### src/ifd_pkg.sv
// Package for the instruction field decoder: field positions, formats, stages
// Assumes a 14-bit instruction word and a four-phase instruction cycle.
package ifd_pkg;

   localparam int IW = 14;
   localparam logic [13:0] NOP_WORD = 14'h0000;
   // Phases of one instruction cycle, named by the step that their closing edge enters;
   // the word is taken at phase 0 and reaches the decode one edge later
   localparam int PHASES = 4;
   localparam logic [1:0] PH_READ = 2'h2;
   localparam logic [1:0] PH_MOD = 2'h3;
   localparam logic [1:0] PH_WRITE = 2'h0;
   // Field positions
   localparam int DEST_BIT = 7;
   localparam int BIT_LSB = 7;
   localparam int PTR_SEL_BIT = 6;
   localparam int MODE_PTR_BIT = 2;
   localparam logic [6:0] FILE_MAX = 7'h7f;
   localparam logic [6:0] INDIRECT_PORT0 = 7'h00;
   localparam logic [6:0] INDIRECT_PORT1 = 7'h01;

   typedef enum logic [3:0]
   {
      FMT_OPONLY = 4'h0,
      FMT_BYTE = 4'h1,
      FMT_BIT = 4'h2,
      FMT_LIT8 = 4'h3,
      FMT_JUMP = 4'h4,
      FMT_PAGE = 4'h5,
      FMT_BANK = 4'h6,
      FMT_BRANCH = 4'h7,
      FMT_PTR_OFS = 4'h8,
      FMT_PTR_UPD = 4'h9
   } ifd_fmt_t;

   typedef enum logic [1:0]
   {
      ST_IDLE = 2'h0,
      ST_READ = 2'h1,
      ST_MOD = 2'h2,
      ST_WRITE = 2'h3
   } ifd_state_t;

   typedef struct packed
   {
      ifd_fmt_t fmt;
      logic [13:0] opcode;
      logic dest_file;
      logic [6:0] file_addr;
      logic [2:0] bit_idx;
      logic [10:0] literal;
      logic ptr_sel;
      logic [1:0] pointer_update_mode;
      logic uses_file;
   } ifd_fields_t;

   typedef struct packed
   {
      logic file_rd;
      logic file_wr;
      logic w_wr;
      logic [6:0] addr;
   } ifd_ctrl_t;

endpackage

### src/ifd_word_reg.sv
`timescale 1ns/1ps
// Small store for the word being executed and its predecessor
// Assumes a single clock; read data comes from a register.
module ifd_word_reg
   import ifd_pkg::*;
(
   input wire logic mclk_i,
   input wire logic rst_i,
   input wire logic wr_i,
   input wire logic [13:0] wdata_i,
   output logic [13:0] rdata_o,
   output logic [13:0] prev_o
);
   logic [13:0] mem_ff [0:1];
   logic [13:0] rdata_ff;

   always_ff @(posedge mclk_i or posedge rst_i)
   begin
      if (rst_i)
      begin
         mem_ff[0] <= NOP_WORD;
         mem_ff[1] <= NOP_WORD;
      end
      else if (wr_i)
      begin
         mem_ff[1] <= mem_ff[0];
         mem_ff[0] <= wdata_i;
      end
   end

   always_ff @(posedge mclk_i or posedge rst_i)
   begin
      if (rst_i)
         rdata_ff <= NOP_WORD;
      else
         rdata_ff <= mem_ff[0];
   end

   assign rdata_o = rdata_ff;
   assign prev_o = mem_ff[1];
endmodule // ifd_word_reg

### src/ifd_decoder.sv
`timescale 1ns/1ps
// Instruction field decoder: splits 14-bit words into operand fields and
// sequences the read-modify-write of file-register instructions.
// Assumes fetch presents one word per instruction cycle with instr_valid_i.
//
// How it works
// - File instructions run read, modify, write back
// - Read happens even for write-only instructions
// - Destination bit 0 picks W, 1 file
// - File address spans 0x00 to 0x7F
// - Byte ops: opcode 13:8, d 7, f 6:0
// - Bit ops: 3-bit bit index, 7-bit file
// - Literal ops: opcode 13:8, 8-bit literal
// - Call/jump: opcode 13:11, 11-bit target
// - Page latch load: opcode 13:7, 7-bit literal
// - Bank load: opcode 13:5, 5-bit literal
// - Relative branch: opcode 13:9, 9-bit offset
// - Pointer offset: pointer select, 6-bit offset
// - Pointer update: select bit 2, mode 1:0
// - Pointer select picks pointer zero or one
// - Don't-care bits never change decoding
// - One 14-bit word holds opcode and operands
// - One instruction cycle is four clocks
module ifd_decoder
   import ifd_pkg::*;
(
   input wire logic mclk_i,
   input wire logic rst_i,
   input wire logic instr_valid_i,
   input wire logic [13:0] instr_i,
   output ifd_fields_t fields_o,
   output ifd_ctrl_t ctrl_o,
   output logic cycle_start_o,
   output logic busy_o
);

   // Classify a word into its format; don't-care bits are never inspected
   function automatic ifd_fmt_t classify(input logic [13:0] w);
      ifd_fmt_t f;
      f = FMT_OPONLY;
      case (w[13:12])
         2'h0:
         begin
            if (w[11:8] != 4'h0)
               f = FMT_BYTE;
            else if (w[7])
               f = FMT_BYTE;
            else if (w[6:5] == 2'h1)
               f = FMT_BANK;
            else if (w[6:3] == 4'h2)
               f = FMT_PTR_UPD;
            else if (w[6:2] != 5'h00 || w[1:0] == 2'h3)
               f = FMT_OPONLY;
            else if (w[6:0] == 7'h03)
               f = FMT_BYTE;
            else
               f = FMT_OPONLY;
         end
         2'h1: f = FMT_BIT;
         2'h2: f = FMT_JUMP;
         default:
         begin
            if (w[11:9] == 3'h1)
               f = FMT_BRANCH;
            else if (w[11:8] == 4'h1)
               f = w[7] ? FMT_PAGE : FMT_PTR_OFS;
            else
               f = FMT_LIT8;
         end
      endcase
      return f;
   endfunction

   // Split a word by format into fields
   function automatic ifd_fields_t split(input logic [13:0] w);
      ifd_fields_t r;
      r = '0;
      r.fmt = classify(w);
      case (r.fmt)
         FMT_BYTE:
         begin
            r.opcode = {8'h00, w[13:8]};
            r.dest_file = w[DEST_BIT];
            r.file_addr = w[6:0] & FILE_MAX;
            // Clear-W ignores its two low bits, so they must not leak into the address
            if (w[13:7] == 7'h02)
               r.file_addr[1:0] = 2'h0;
            r.uses_file = (w[13:8] != 6'h00) || w[DEST_BIT];
         end
         FMT_BIT:
         begin
            r.opcode = {10'h000, w[13:10]};
            r.bit_idx = w[9:BIT_LSB];
            r.file_addr = w[6:0];
            r.dest_file = 1'b1;
            r.uses_file = 1'b1;
         end
         FMT_LIT8:
         begin
            r.opcode = {8'h00, w[13:8]};
            r.literal = {3'h0, w[7:0]};
         end
         FMT_JUMP:
         begin
            r.opcode = {11'h000, w[13:11]};
            r.literal = w[10:0];
         end
         FMT_PAGE:
         begin
            r.opcode = {7'h00, w[13:7]};
            r.literal = {4'h0, w[6:0]};
         end
         FMT_BANK:
         begin
            r.opcode = {5'h00, w[13:5]};
            r.literal = {6'h00, w[4:0]};
         end
         FMT_BRANCH:
         begin
            r.opcode = {9'h000, w[13:9]};
            r.literal = {2'h0, w[8:0]};
         end
         FMT_PTR_OFS:
         begin
            r.opcode = {7'h00, w[13:7]};
            r.ptr_sel = w[PTR_SEL_BIT];
            r.literal = {5'h00, w[5:0]};
         end
         FMT_PTR_UPD:
         begin
            r.opcode = {3'h0, w[13:3]};
            r.ptr_sel = w[MODE_PTR_BIT];
            r.pointer_update_mode = w[1:0];
         end
         default:
            r.opcode = w;
      endcase
      return r;
   endfunction

   logic [13:0] word_q;
   ifd_fields_t dec;
   ifd_state_t state_ff;
   ifd_state_t nxt_state;
   logic [1:0] phase_ff;
   logic taken_ff;
   logic load_ff;
   logic start_ff;
   ifd_fields_t fields_ff;
   ifd_ctrl_t ctrl_ff;
   ifd_ctrl_t nxt_ctrl;

   // Whole 14-bit word is held; load accepted once per instruction cycle
   ifd_word_reg u_word
   (
      .mclk_i(mclk_i),
      .rst_i(rst_i),
      .wr_i(instr_valid_i && phase_ff == 2'h0),
      .wdata_i(instr_i),
      .rdata_o(word_q),
      .prev_o()
   );

   assign dec = split(word_q);

   always_ff @(posedge mclk_i or posedge rst_i)
   begin
      if (rst_i)
         phase_ff <= 2'h0;
      else
         phase_ff <= phase_ff + 2'h1;
   end

   always_ff @(posedge mclk_i or posedge rst_i)
   begin
      if (rst_i)
      begin
         taken_ff <= 1'b0;
         load_ff <= 1'b0;
         start_ff <= 1'b0;
      end
      else
      begin
         // The word reaches word_q one edge after it is taken; decode waits for it
         taken_ff <= instr_valid_i && phase_ff == 2'h0;
         load_ff <= taken_ff;
         start_ff <= phase_ff == 2'h0;
      end
   end

   always_comb
   begin
      case (phase_ff)
         PH_READ: nxt_state = (load_ff && dec.uses_file) ? ST_READ : ST_IDLE;
         PH_MOD: nxt_state = (state_ff == ST_READ) ? ST_MOD : ST_IDLE;
         PH_WRITE: nxt_state = (state_ff == ST_MOD) ? ST_WRITE : ST_IDLE;
         default: nxt_state = ST_IDLE;
      endcase
   end

   always_ff @(posedge mclk_i or posedge rst_i)
   begin
      if (rst_i)
         state_ff <= ST_IDLE;
      else
         state_ff <= nxt_state;
   end

   always_comb
   begin
      nxt_ctrl = '0;
      // Read leaves at the edge that captures the fields, so it takes the fresh decode
      nxt_ctrl.addr = load_ff ? dec.file_addr : fields_ff.file_addr;
      case (nxt_state)
         ST_READ: nxt_ctrl.file_rd = 1'b1;
         ST_WRITE:
         begin
            nxt_ctrl.file_wr = fields_ff.dest_file;
            nxt_ctrl.w_wr = !fields_ff.dest_file;
         end
         ST_IDLE, ST_MOD: nxt_ctrl.file_rd = 1'b0;
         default: nxt_ctrl = '0;
      endcase
   end

   always_ff @(posedge mclk_i or posedge rst_i)
   begin
      if (rst_i)
         fields_ff <= '0;
      else if (load_ff)
         fields_ff <= dec;
   end

   always_ff @(posedge mclk_i or posedge rst_i)
   begin
      if (rst_i)
         ctrl_ff <= '0;
      else
         ctrl_ff <= nxt_ctrl;
   end

   // Fields stand from the read edge until the next word is decoded
   assign fields_o = fields_ff;
   assign ctrl_o = ctrl_ff;
   assign cycle_start_o = start_ff;
   always_ff @(posedge mclk_i or posedge rst_i)
   begin
      if (rst_i)
         busy_o <= 1'b0;
      else
         busy_o <= nxt_state != ST_IDLE;
   end

   rd_before_wr_a: assert property (@(posedge mclk_i) disable iff (rst_i)
      ctrl_o.file_rd |-> ##2 (ctrl_o.file_wr || ctrl_o.w_wr))
      else $error("read not followed by write-back");
   wr_after_rd_a: assert property (@(posedge mclk_i) disable iff (rst_i)
      (ctrl_o.file_wr || ctrl_o.w_wr) |-> $past(ctrl_o.file_rd, 2))
      else $error("write-back without prior read");
   dest_route_a: assert property (@(posedge mclk_i) disable iff (rst_i)
      !(ctrl_o.file_wr && ctrl_o.w_wr))
      else $error("result routed to both W and file");
   addr_range_a: assert property (@(posedge mclk_i) disable iff (rst_i)
      ctrl_o.file_rd |-> ctrl_o.addr == fields_o.file_addr)
      else $error("read address differs from decoded file address");
   busy_span_a: assert property (@(posedge mclk_i) disable iff (rst_i)
      ctrl_o.file_rd |-> busy_o ##1 busy_o ##1 busy_o)
      else $error("busy dropped inside read-modify-write");
   page_lit_a: assert property (@(posedge mclk_i) disable iff (rst_i)
      dec.fmt == FMT_PAGE |-> dec.literal[6:0] == word_q[6:0])
      else $error("page latch literal misdecoded");
   bank_lit_a: assert property (@(posedge mclk_i) disable iff (rst_i)
      dec.fmt == FMT_BANK |-> dec.literal[4:0] == word_q[4:0])
      else $error("bank literal misdecoded");
   branch_lit_a: assert property (@(posedge mclk_i) disable iff (rst_i)
      dec.fmt == FMT_BRANCH |-> dec.literal[8:0] == word_q[8:0])
      else $error("branch offset misdecoded");
   ptr_ofs_a: assert property (@(posedge mclk_i) disable iff (rst_i)
      dec.fmt == FMT_PTR_OFS |-> dec.literal[5:0] == word_q[5:0] && dec.ptr_sel == word_q[6])
      else $error("pointer offset misdecoded");
   phase_wrap_a: assert property (@(posedge mclk_i) disable iff (rst_i)
      cycle_start_o |-> ##4 cycle_start_o)
      else $error("instruction cycle not four clocks");
   jump_lit_a: assert property (@(posedge mclk_i) disable iff (rst_i)
      dec.fmt == FMT_JUMP |-> dec.literal == word_q[10:0])
      else $error("jump target misdecoded");
   bit_idx_a: assert property (@(posedge mclk_i) disable iff (rst_i)
      dec.fmt == FMT_BIT |-> dec.bit_idx == word_q[9:7] && dec.uses_file)
      else $error("bit index misdecoded");
   ptr_mode_a: assert property (@(posedge mclk_i) disable iff (rst_i)
      dec.fmt == FMT_PTR_UPD |-> dec.pointer_update_mode == word_q[1:0])
      else $error("pointer mode misdecoded");
   byte_op_a: assert property (@(posedge mclk_i) disable iff (rst_i)
      dec.fmt == FMT_BYTE |-> dec.opcode[5:0] == word_q[13:8])
      else $error("byte opcode misdecoded");
   rmw_c: cover property (@(posedge mclk_i) disable iff (rst_i)
      ctrl_o.file_rd ##2 ctrl_o.file_wr);
   w_dest_c: cover property (@(posedge mclk_i) disable iff (rst_i)
      ctrl_o.file_rd ##2 ctrl_o.w_wr);
   branch_c: cover property (@(posedge mclk_i) disable iff (rst_i) dec.fmt == FMT_BRANCH);
   bit_op_c: cover property (@(posedge mclk_i) disable iff (rst_i) dec.fmt == FMT_BIT);
   ptr_upd_c: cover property (@(posedge mclk_i) disable iff (rst_i) dec.fmt == FMT_PTR_UPD);
endmodule // ifd_decoder

### config.mk
export PLATFORM = sky130hd
export DESIGN_NAME = ifd_decoder
export DESIGN_NICKNAME = d
export VERILOG_FILES = /design/src/ifd_pkg.sv /design/src/ifd_word_reg.sv /design/src/ifd_decoder.sv
export SDC_FILE = /design/constraint.sdc
export NUM_CORES = 1
export LEC_CHECK = 0
export BUFFER_PORTS_ARGS = -buffer_cell sky130_fd_sc_hd__clkbuf_2
export CORE_UTILIZATION = 55
export CTS_CLUSTER_DIAMETER = 40
export DETAILED_ROUTE_END_ITERATION = 6
export PLACE_DENSITY = 0.84
export SLEW_MARGIN = 10
export SYNTH_ARGS = -nofsm -noshare
export SYNTH_HDL_FRONTEND = slang
export SYNTH_SLANG_ARGS = --single-unit
### constraint.sdc
create_clock -name mclk_i -period 6.35 [get_ports mclk_i]
set_clock_uncertainty 0.1 [all_clocks]
set_input_delay 0.3175 -clock mclk_i [delete_from_list [all_inputs] [get_ports mclk_i]]
set_output_delay 0.3175 -clock mclk_i [all_outputs]
set_load 0.03 [all_outputs]
==> impl_results.md, run 1 <==
* GRT overflow at 0
* Hold Path Origin: instr_i[9]
* P&R area growth vs syn at 18.73%
* Worst VDD drop at 0.1801 mV
* Fmax at 0.3837 GHz
* Pin count of the biggest net entering global routing at 91
* Cell internal pwr at 0.0009771 W
* Syn Inst Count at 298
* R2R cell count at 6
* Die Y at 82.38 um
* # resized after CTS at 0
* Hold-fix buffers, CTS at 0
* CTS tree: yes
* Avg WL per Cell at 16.20 um
* Synth top area share at 63.38%
* EDFF count, synth at 0
* Gr usage total at 23.15%
* Startpoint types: flip-flop
* Sequential share of the synthesized area at 63.38%
* Setup Fix Bufs, Post-CTS at 0
* Synthesis Warnings at 0
* Crit path max fanout at 9
* Kind of critical path: reg -> reg
* Iteration-0 DRC Markers at 225
* Cell variety after synth at 47
* Setup TNS at 0 ns
* Final Hold Vio Count at 0
* ANT nets after route at 0
* Worst-Skew Late Latency at 0.35 ns
* HPWL Detailed at 5054 um
* Register-to-Register Setup Slack at 3.74 ns
* Clock power frac at 34.9%
* Total power at 0.001358 W
* Predominant post-synthesis flop cell: dfrtp_1
* Fin crit period at 2.606 ns
* Remaining DRCs at 0
* Setup Viol. Count Final at 0
* Multi-input gate area at 1126 um^2
* Routed via count at 2447
* Power per Cell Area at 321.9 nW/um^2
* Final Non-Filler Cells at 450
* Cell area after placement at 3966 um^2
* WHS Endpoint: u_word.mem_ff[23]
* Starting density of the core at 58.63%
* Synth Register Bits at 90
* Least-Margin Pin Slew at 1.089 ns
* # IOs at 73
* Vias in the first global route at 2328
* Worst-path clk slew at 0.09 ns
* Share of layout cells above drive strength 1 at 32.00%
* Switch Pwr at 0.0003812 W
* Critical path endpoint category: flip-flop
* Final WL at 7292 um
* Core ar. at 6061 um^2
* Syn Std Cell Area at 3553 um^2
* Register area at 2253 um^2
* CTS max path bufs at 2
* Max Transition Viols Final at 0
* Global-route wire length before repair at 11400 um
* Tcrit/Tclk final at 41.05%
* Die footprint at 6786 um^2
* Die width at 82.38 um
* Leading area contributor after synthesis: dfrtp_1
* Cell Rows at 28
* DP Cell Count at 434
* Status: finished, final reports clean
* Design Area, Final at 4219 um^2
* Worst slew margin at 27.40%
* Root buffer cell: clkbuf_8
* Drt pass-1 iters at 4
* Drt via density at 5.438
* Clock tree sinks at 90
* Average size of a mapped cell at 11.92 um^2
* Num CTS Buffers at 9
* Max-cap violations at 0
* Fin Hold WS at 0.09050 ns
* Worst hold path depth at 2
* Fillers at 455
* Final nets at 391
* N_diodes at 0
* H-tree Lvls at 3
* Sw frac at 28.06%
* Final Wtd Congestion at 0.8757
* Synth top area cells: dfrtp_1 63%, mux2_2 5.4%, o22ai_1 4.2%
* Reg2reg end: fields_o[19]
* Leakage at 2.028 nW
* Flop pwr share at 49.4%
* Worst hold path class: in -> reg
* Initial antenna violation count at 0
* Syn Nets at 319
* PortBufs at 72
* RSZ-0062 raised after global routing: no
* Data required, critical path at 6.45 ns
* Arr. time, crit path at 2.71 ns
* Combinational share of power at 15.7%
* Worst R2R Start: u_word.rdata_o[11]
* Ys async rst share at 100.0%
==> worst max-delay path by stage <==
stage	startpoint	end	slack, ns	cells past startpoint
CTS	u_word.rdata_o[11]	ctrl_o[1]	3.72	6
floorplan	rst_i	busy_o	3.60	1
finish	u_word.rdata_o[11]	fields_o[19]	3.74	6
global route	u_word.rdata_o[11]	fields_o[19]	3.58	6
detailed placement	u_word.rdata_o[11]	ctrl_o[1]	3.73	6
global placement	u_word.rdata_o[11]	ctrl_o[7]	3.88	6
==> layer usage <==
layer	part of all wire, %	vias to the layer above	GRT usage (%)
met5	0	-	0
met4	1.9	0	11.05
met3	5.9	14	4.725
met2	47	100	34.79
met1	45	1163	32.19
li1	-	1170	-
==> area by class of cell <==
type | instances | share of cell area, %
Clock buffer | 12 | 3.677
Clock inverter | 4 | 2.313
Inverter | 31 | 2.788
Multi-Input combinational cell | 164 | 26.69
Sequential cell | 90 | 53.41
Tap cell | 75 | 2.224
Timing Repair Buffer | 74 | 8.897
==> critical path: stages, from the launching register on <==
cell       delay (ns)
dfrtp_1          0.48
nor4_2           0.57
a31oi_2          0.31
o2bb2ai_1        0.35
o21a_1           0.39
a31o_2           0.18
o22ai_1          0.09
==> synth_stat cells, types with 2 or more instances <==
cell / count
a21oi_1: 16
a22oi_1: 3
a31o_2: 2
a31oi_1: 4
and2_1: 2
buf_2: 2
clkbuf_1: 10
dfrtp_1: 90
ha_1: 4
inv_1: 31
mux2_2: 17
nand2_1: 18
nand2b_1: 3
nand3_1: 5
nor2_1: 19
nor2b_1: 9
nor3b_1: 2
o211ai_1: 2
o21ai_0: 7
o22ai_1: 24
or2_2: 2
==> kinds of logic (layout without fill, tap and decap cells) <==
kind of cell	after synthesis	in the layout	share of synthesized area, %
fa+ha+maj	4	4	1.409
simple gates	72	72	11.62
buf+inv	44	121	4.930
compound gates	71	71	13.27
mux	17	17	5.387
flops	90	90	63.38
==> stage by stage <==
step	setup WS [ns]	utilization, %
5_1_grt	3.579	69.61
3_5_place_dp	3.729	65.44
2_1_floorplan	3.597	-
6_report	3.744	69.61
3_3_place_gp	3.883	65.44
4_1_cts	3.717	69.61
==> placed cells by master (no fill, tap or decap), types with 2 or more instances in the layout <==
| cell type | count |
|---|---|
| or2_2 | 2 |
| a31o_2 | 2 |
| o22ai_1 | 24 |
| inv_1 | 30 |
| nor2_1 | 19 |
| and2_1 | 2 |
| o21ai_0 | 7 |
| clkbuf_2 | 72 |
| nand2b_1 | 3 |
| dfrtp_1 | 89 |
| mux2_2 | 17 |
| a22oi_1 | 3 |
| o211ai_1 | 2 |
| bufinv_16 | 3 |
| nor2b_1 | 9 |
| ha_1 | 4 |
| a31oi_1 | 4 |
| nand3_1 | 5 |
| buf_4 | 2 |
| nand2_1 | 18 |
| nor3b_1 | 2 |
| a21oi_1 | 16 |
| clkbuf_8 | 11 |
==> power by group through the flow <==
stage	registers, W	clock network, W	logic (W)
floorplan	0.000737	0	0.0000884
global placement	0.000680	0	0.000211
detailed placement	0.000682	0	0.000215
CTS	0.000671	0.000480	0.000216
global route	0.000678	0.000501	0.000232
finish	0.000671	0.000474	0.000213
==> registers in the layout, summed over array words and instances (netlist names) <==
signal,flops
ctrl_o,10
u_word.rdata_o,14
load_ff,1
busy_o,1
cycle_start_o,1
fields_o,44
taken_ff,1
state_ff,2
u_word.mem_ff,14
phase_ff,2
(Power assumes the default switching activity.)
==> run 2, diff against run 1 <==
Settings changed: CORE_UTILIZATION 55 to 49, PLACE_DENSITY 0.84 to 0.79.
Clock period 6.35 ns to 2.3 ns, I/O delays scaled along.
==> impl_results.md, run 2 (synthesis gave the netlist of run 1 again) <==
* Setup Viol. Count Final at 0 (unchanged)
* Global-route wire length before repair at 12450 um (+9.3%)
* Worst hold path class: reg -> reg
* Gr usage total at 22.12% (-1.0 points)
* Worst slew margin at 60.18% (+33 points)
* Fin crit period at 2.270 ns (-0.3362 ns)
* HPWL Detailed at 5474 um (+8.3%)
* Drt via density at 5.063 (-6.9%)
* Gr busiest metal: met2
* Iteration-0 DRC Markers at 172 (-24%)
* Worst VDD drop at 0.5105 mV (+180%)
* Die footprint at 7596 um^2 (+12%)
* Vias in the first global route at 2554 (+9.7%)
* Cell Rows at 30 (+7.1%)
* Final Wtd Congestion at 0.9051 (+3.4%)
* Die Y at 87.16 um (+5.8%)
* Kind of critical path: reg -> reg
* ANT nets after route at 0 (unchanged)
* Commonest non-fill, non-tap cell in the layout: dfrtp_1
* Fillers at 559 (+23%)
* Commonest non-fill, non-tap cells in the layout: 86 x dfrtp_1, 72 x clkbuf_2, 30 x inv_1
* Avg WL per Cell at 15.26 um (-5.8%)
* Leakage at 2.226 nW (+9.7%)
* GRT overflow at 0 (unchanged)
* Remaining DRCs at 0 (unchanged)
* Pin count of the biggest net entering global routing at 91 (unchanged)
* Starting density of the core at 51.45% (-7.2 points)
* Final WL at 7754 um (+6.3%)
* N_diodes at 0 (unchanged)
* Total power at 0.004002 W (+190%)
* Final Hold Vio Count at 0 (unchanged)
* Data required, critical path at 2.43 ns (-4.02 ns)
* DP Cell Count at 472 (+8.8%)
* Design Area, Final at 4661 um^2 (+10%)
* Num CTS Buffers at 9 (unchanged)
* PortBufs at 72 (unchanged)
* Max FFs per register at 44 (unchanged)
* Initial antenna violation count at 0 (unchanged)
* Final Non-Filler Cells at 508 (+13%)
* Register area at 2257 um^2 (+0.17%)
* Fin Hold WS at 0.2604 ns (+0.1699 ns)
* Crit path max fanout at 6 (-3)
* Drt pass-1 iters at 4 (unchanged)
* Tcrit/Tclk final at 98.71% (+58 points)
* CTS tree: yes
* Cell area after placement at 4148 um^2 (+4.6%)
* Die width at 87.16 um (+5.8%)
* Worst-path clk slew at 0.09 ns (about the same)
* Critical path endpoint category: flip-flop
* RSZ-0062 raised after global routing: yes
* Final nets at 428 (+9.5%)
* Arr. time, crit path at 2.40 ns (-0.31 ns)
* Max-cap violations at 0 (unchanged)
* Root buffer cell: clkbuf_8
* Startpoint types: flip-flop
* R2R cell count at 7 (+1)
* GR Layer Usage met3 at 5.498% (+0.77 points)
* P&R area growth vs syn at 31.16%
* H-tree Lvls at 3 (unchanged)
* Met1 Use GR at 28.58% (-3.6 points)
* Status: finished, final reports clean
* Clock tree sinks at 90 (unchanged)
* Power per Cell Area at 858.6 nW/um^2 (+170%)
* Core ar. at 6907 um^2 (+14%)
* GRT met2 Usage at 36.86% (+2.1 points)
* # IOs at 73 (unchanged)
* Fmax at 0.4405 GHz (+15%)
* Share of layout cells above drive strength 1 at 36.41% (+4.4 points)
* Worst hold path depth at 0 (-2)
* Least-Margin Pin Slew at 0.5959 ns (-0.4931 ns)
* CTS max path bufs at 2 (unchanged)
* Setup TNS at 0 ns (unchanged)
* Routed via count at 2572 (+5.1%)
* Worst-Skew Late Latency at 0.35 ns (about the same)
* Max Transition Viols Final at 0 (unchanged)
* Multi-input gate area at 1162 um^2 (+3.2%)
-- run 2: layout make-up --
| cell class | count | share of cell area (%) |
|---|---|---|
| Timing Repair Buffer | 111 | 15.44 |
| Clock inverter | 5 | 3.221 |
| Inverter | 31 | 2.577 |
| Tap cell | 96 | 2.577 |
| Sequential cell | 90 | 48.43 |
| Clock buffer | 11 | 2.819 |
| Multi-Input combinational cell | 164 | 24.94 |
-- run 2: per-layer routing --
| layer | routed length (um) | vias to the layer above |
|---|---|---|
| met2 | 3781 | 86 |
| li1 | - | 1245 |
| met5 | 0 | - |
| met4 | 123 | 0 |
| met1 | 3452 | 1228 |
| met3 | 397 | 13 |
-- run 2: worst paths after layout --
kind                                         from                end  slack, ns
worst max-delay path            u_word.rdata_o[9]       fields_o[26]       0.03
worst min-delay path                     taken_ff            load_ff       0.26
worst max register to register  u_word.rdata_o[9]       fields_o[26]       0.03
worst min register to register           taken_ff            load_ff       0.26
max in group asynchronous                   rst_i  u_word.rdata_o[9]       1.40
min in group asynchronous                   rst_i  u_word.mem_ff[18]       0.33
-- run 2: power breakdown --
part,total (W),switching [W],internal (W)
Sequential,0.00184,0.000109,0.00173
Clock,0.00147,0.000522,0.000943
Combinational,0.000698,0.000443,0.000254
Total,0.00400,0.00108,0.00293
-- run 2: metrics by stage --
stage	worst slack [ns]	utilization (%)
finish	0.02975	67.48
detailed placement	0.03546	60.05
global placement	0.04667	60.05
CTS	0.02641	66.30
global route	-0.03248	67.48
floorplan	0.2272	-
-- run 2: timing repair --
action	CTS	global route
endpoints found under the hold margin	104	0
gates resized for setup	0	11
buffers inserted	0	5
setup endpoints to repair	0	16
hold buffers	15	0
-- run 2: worst max-delay path: stages, from the launching register on --
cell and delay (ns):
dfrtp_2 0.49, nor4b_4 0.41, a31oi_1 0.17, a21o_1 0.22, o211a_1 0.32, buf_4 0.16
a211oi_1 0.17, o22ai_1 0.11
==> run 3, diff against run 2 <==
Settings changed: CORE_UTILIZATION 49 to 55, PLACE_DENSITY 0.79 to 0.84.
Clock period 2.3 ns to 2.83 ns, I/O delays scaled along.
==> impl_results.md, run 3 (synthesis gave the netlist of run 1 again) <==
* Status: finished, final reports clean
* Die width at 82.38 um (-5.5%)
* Final nets at 409 (-4.4%)
* Max-cap violations at 0 (unchanged)
* Share of layout cells above drive strength 1 at 31.55% (-4.9 points)
* Delay-heaviest family, CP: compound AO/OA/AOI/OAI gates
* Setup TNS at 0 ns (unchanged)
* Worst-path clk slew at 0.09 ns (about the same)
* ANT nets after route at 0 (unchanged)
* Global-route wire length before repair at 11800 um (-5.3%)
* Tcrit/Tclk final at 87.30% (-11 points)
* Crit path buf inv count at 0 (-1)
* Drt via density at 5.462 (+7.9%)
* P&R area growth vs syn at 23.13%
* Place WS at 0.3488 ns (+0.3133 ns)
* Min setup slack post-route at 0.3595 ns (+0.3298 ns)
* Pin count of the biggest net entering global routing at 49 (-46%)
* N_diodes at 0 (unchanged)
* # IOs at 73 (unchanged)
* PortBufs at 72 (unchanged)
* Worst hold path class: reg -> reg
* Slowest cell on the critical path: dfrtp_1
* Commonest non-fill, non-tap cell in the layout: dfrtp_1
* Die Y at 82.38 um (-5.5%)
* Worst-Skew Late Latency at 0.34 ns (about the same)
* Commonest non-fill, non-tap cells in the layout: 89 x dfrtp_1, 72 x clkbuf_2, 30 x inv_1
* Routed via count at 2556 (-0.62%)
* Worst VDD drop at 0.3981 mV (-22%)
* Least-Margin Pin Slew at 0.7354 ns (+0.1395 ns)
* Startpoint types: flip-flop
* GRT overflow at 0 (unchanged)
* HPWL Detailed at 5225 um (-4.6%)
* Remaining DRCs at 0 (unchanged)
* Design Area, Final at 4375 um^2 (-6.1%)
* Num CTS Buffers at 9 (unchanged)
* RSZ-0062 raised after global routing: no
* Gr usage total at 23.85% (+1.7 points)
* Routed wl met2 at 3507 um (-7.2%)
* Setup Viol. Count Final at 0 (unchanged)
* Iteration-0 DRC Markers at 172 (unchanged)
* Clock tree sinks at 90 (unchanged)
* Arr. time, crit path at 2.57 ns (+0.17 ns)
* Largest stage delay on the critical path at 0.50 ns (about the same)
* H-tree Lvls at 3 (unchanged)
* Root buffer cell: clkbuf_8
* Fillers at 442 (-21%)
* Starting density of the core at 58.63% (+7.2 points)
* Power per Cell Area at 678.0 nW/um^2 (-21%)
* Leakage at 2.090 nW (-6.1%)
* Max Transition Viols Final at 0 (unchanged)
* Die footprint at 6786 um^2 (-11%)
* Crit path max fanout at 9 (+3)
* Drt pass-1 iters at 4 (unchanged)
* Setup Fix Bufs, Post-CTS at 0 (unchanged)
* Vias in the first global route at 2479 (-2.9%)
* Fmax at 0.4048 GHz (-8.1%)
* Fin crit period at 2.471 ns (+0.2002 ns)
* Kind of critical path: reg -> reg
* Core ar. at 6061 um^2 (-12%)
* Uppermost layer routed: met4
* CTS max path bufs at 2 (unchanged)
* Cell area after placement at 4001 um^2 (-3.5%)
* Worst slew margin at 50.91% (-9.3 points)
* Layout Utilization at 72.19% (+4.7 points)
* Critical path endpoint category: flip-flop
* Cell Rows at 28 (-6.7%)
* Max FFs per register at 44 (unchanged)
* Critical Path, Cell by Cell: nor4_2 > a31oi_2 > o2bb2ai_1 > o21a_1 > a31o_2 > o22ai_1
* Data required, critical path at 2.93 ns (+0.50 ns)
* Final Wtd Congestion at 0.9470 (+4.6%)
* Final Hold Vio Count at 0 (unchanged)
* CTS tree: yes
* Avg WL per Cell at 15.80 um (+3.5%)
* Final WL at 7395 um (-4.6%)
* Initial antenna violation count at 0 (unchanged)
* M1 WL at 3283 um (-4.9%)
* Met3 routed WL at 441 um (+11%)
-- run 3: per-stage QoR --
step           hold WS (ns)  power (W)  cells
2_1_floorplan        0.1921   0.001853    298
3_3_place_gp         0.1619   0.002010    437
3_5_place_dp         0.1646   0.002019    437
4_1_cts              0.2616   0.002983    468
5_1_grt              0.2742   0.003087    468
6_report             0.2571   0.002967    468
-- run 3: repair_timing --
item,4_1_cts,5_1_grt
endpoints found under the hold margin,56,0
hold buffers,15,0
gates resized for setup,0,0
-- run 3: final timing paths --
path                                    start           endpoint  slack, ns  cells after the start
hold reg to reg                      taken_ff            load_ff       0.26                      0
hold / removal                       taken_ff            load_ff       0.26                      0
min in group asynchronous               rst_i  u_word.mem_ff[17]       0.35                      3
max in group asynchronous               rst_i       fields_o[24]       1.61                      4
setup / recovery           u_word.rdata_o[11]       fields_o[19]       0.36                      6
setup reg to reg           u_word.rdata_o[11]       fields_o[19]       0.36                      6
-- run 3: metal layers --
metal	vias to the layer above	GRT usage (%)
li1	1201	-
met1	1241	32.01
met2	99	37.77
met3	15	4.505
met4	0	10.70
met5	-	0
-- run 3: where the power goes --
part           internal, W  switching (W)
clock             0.000503       0.000454
sequential         0.00140      0.0000952
combinational     0.000172       0.000337
total              0.00208       0.000886
-- run 3: area by class of cell --
cell class | count | area, um^2 | area share [%]
sequential | 90 | 2253 | 51.50
inverter | 31 | 117.6 | 2.688
clock inverter | 7 | 100.1 | 2.288
multi-input combinational | 164 | 1126 | 25.74
clock buffer | 9 | 123.9 | 2.831
timing repair buffer | 92 | 560.5 | 12.81
tap | 75 | 93.84 | 2.145
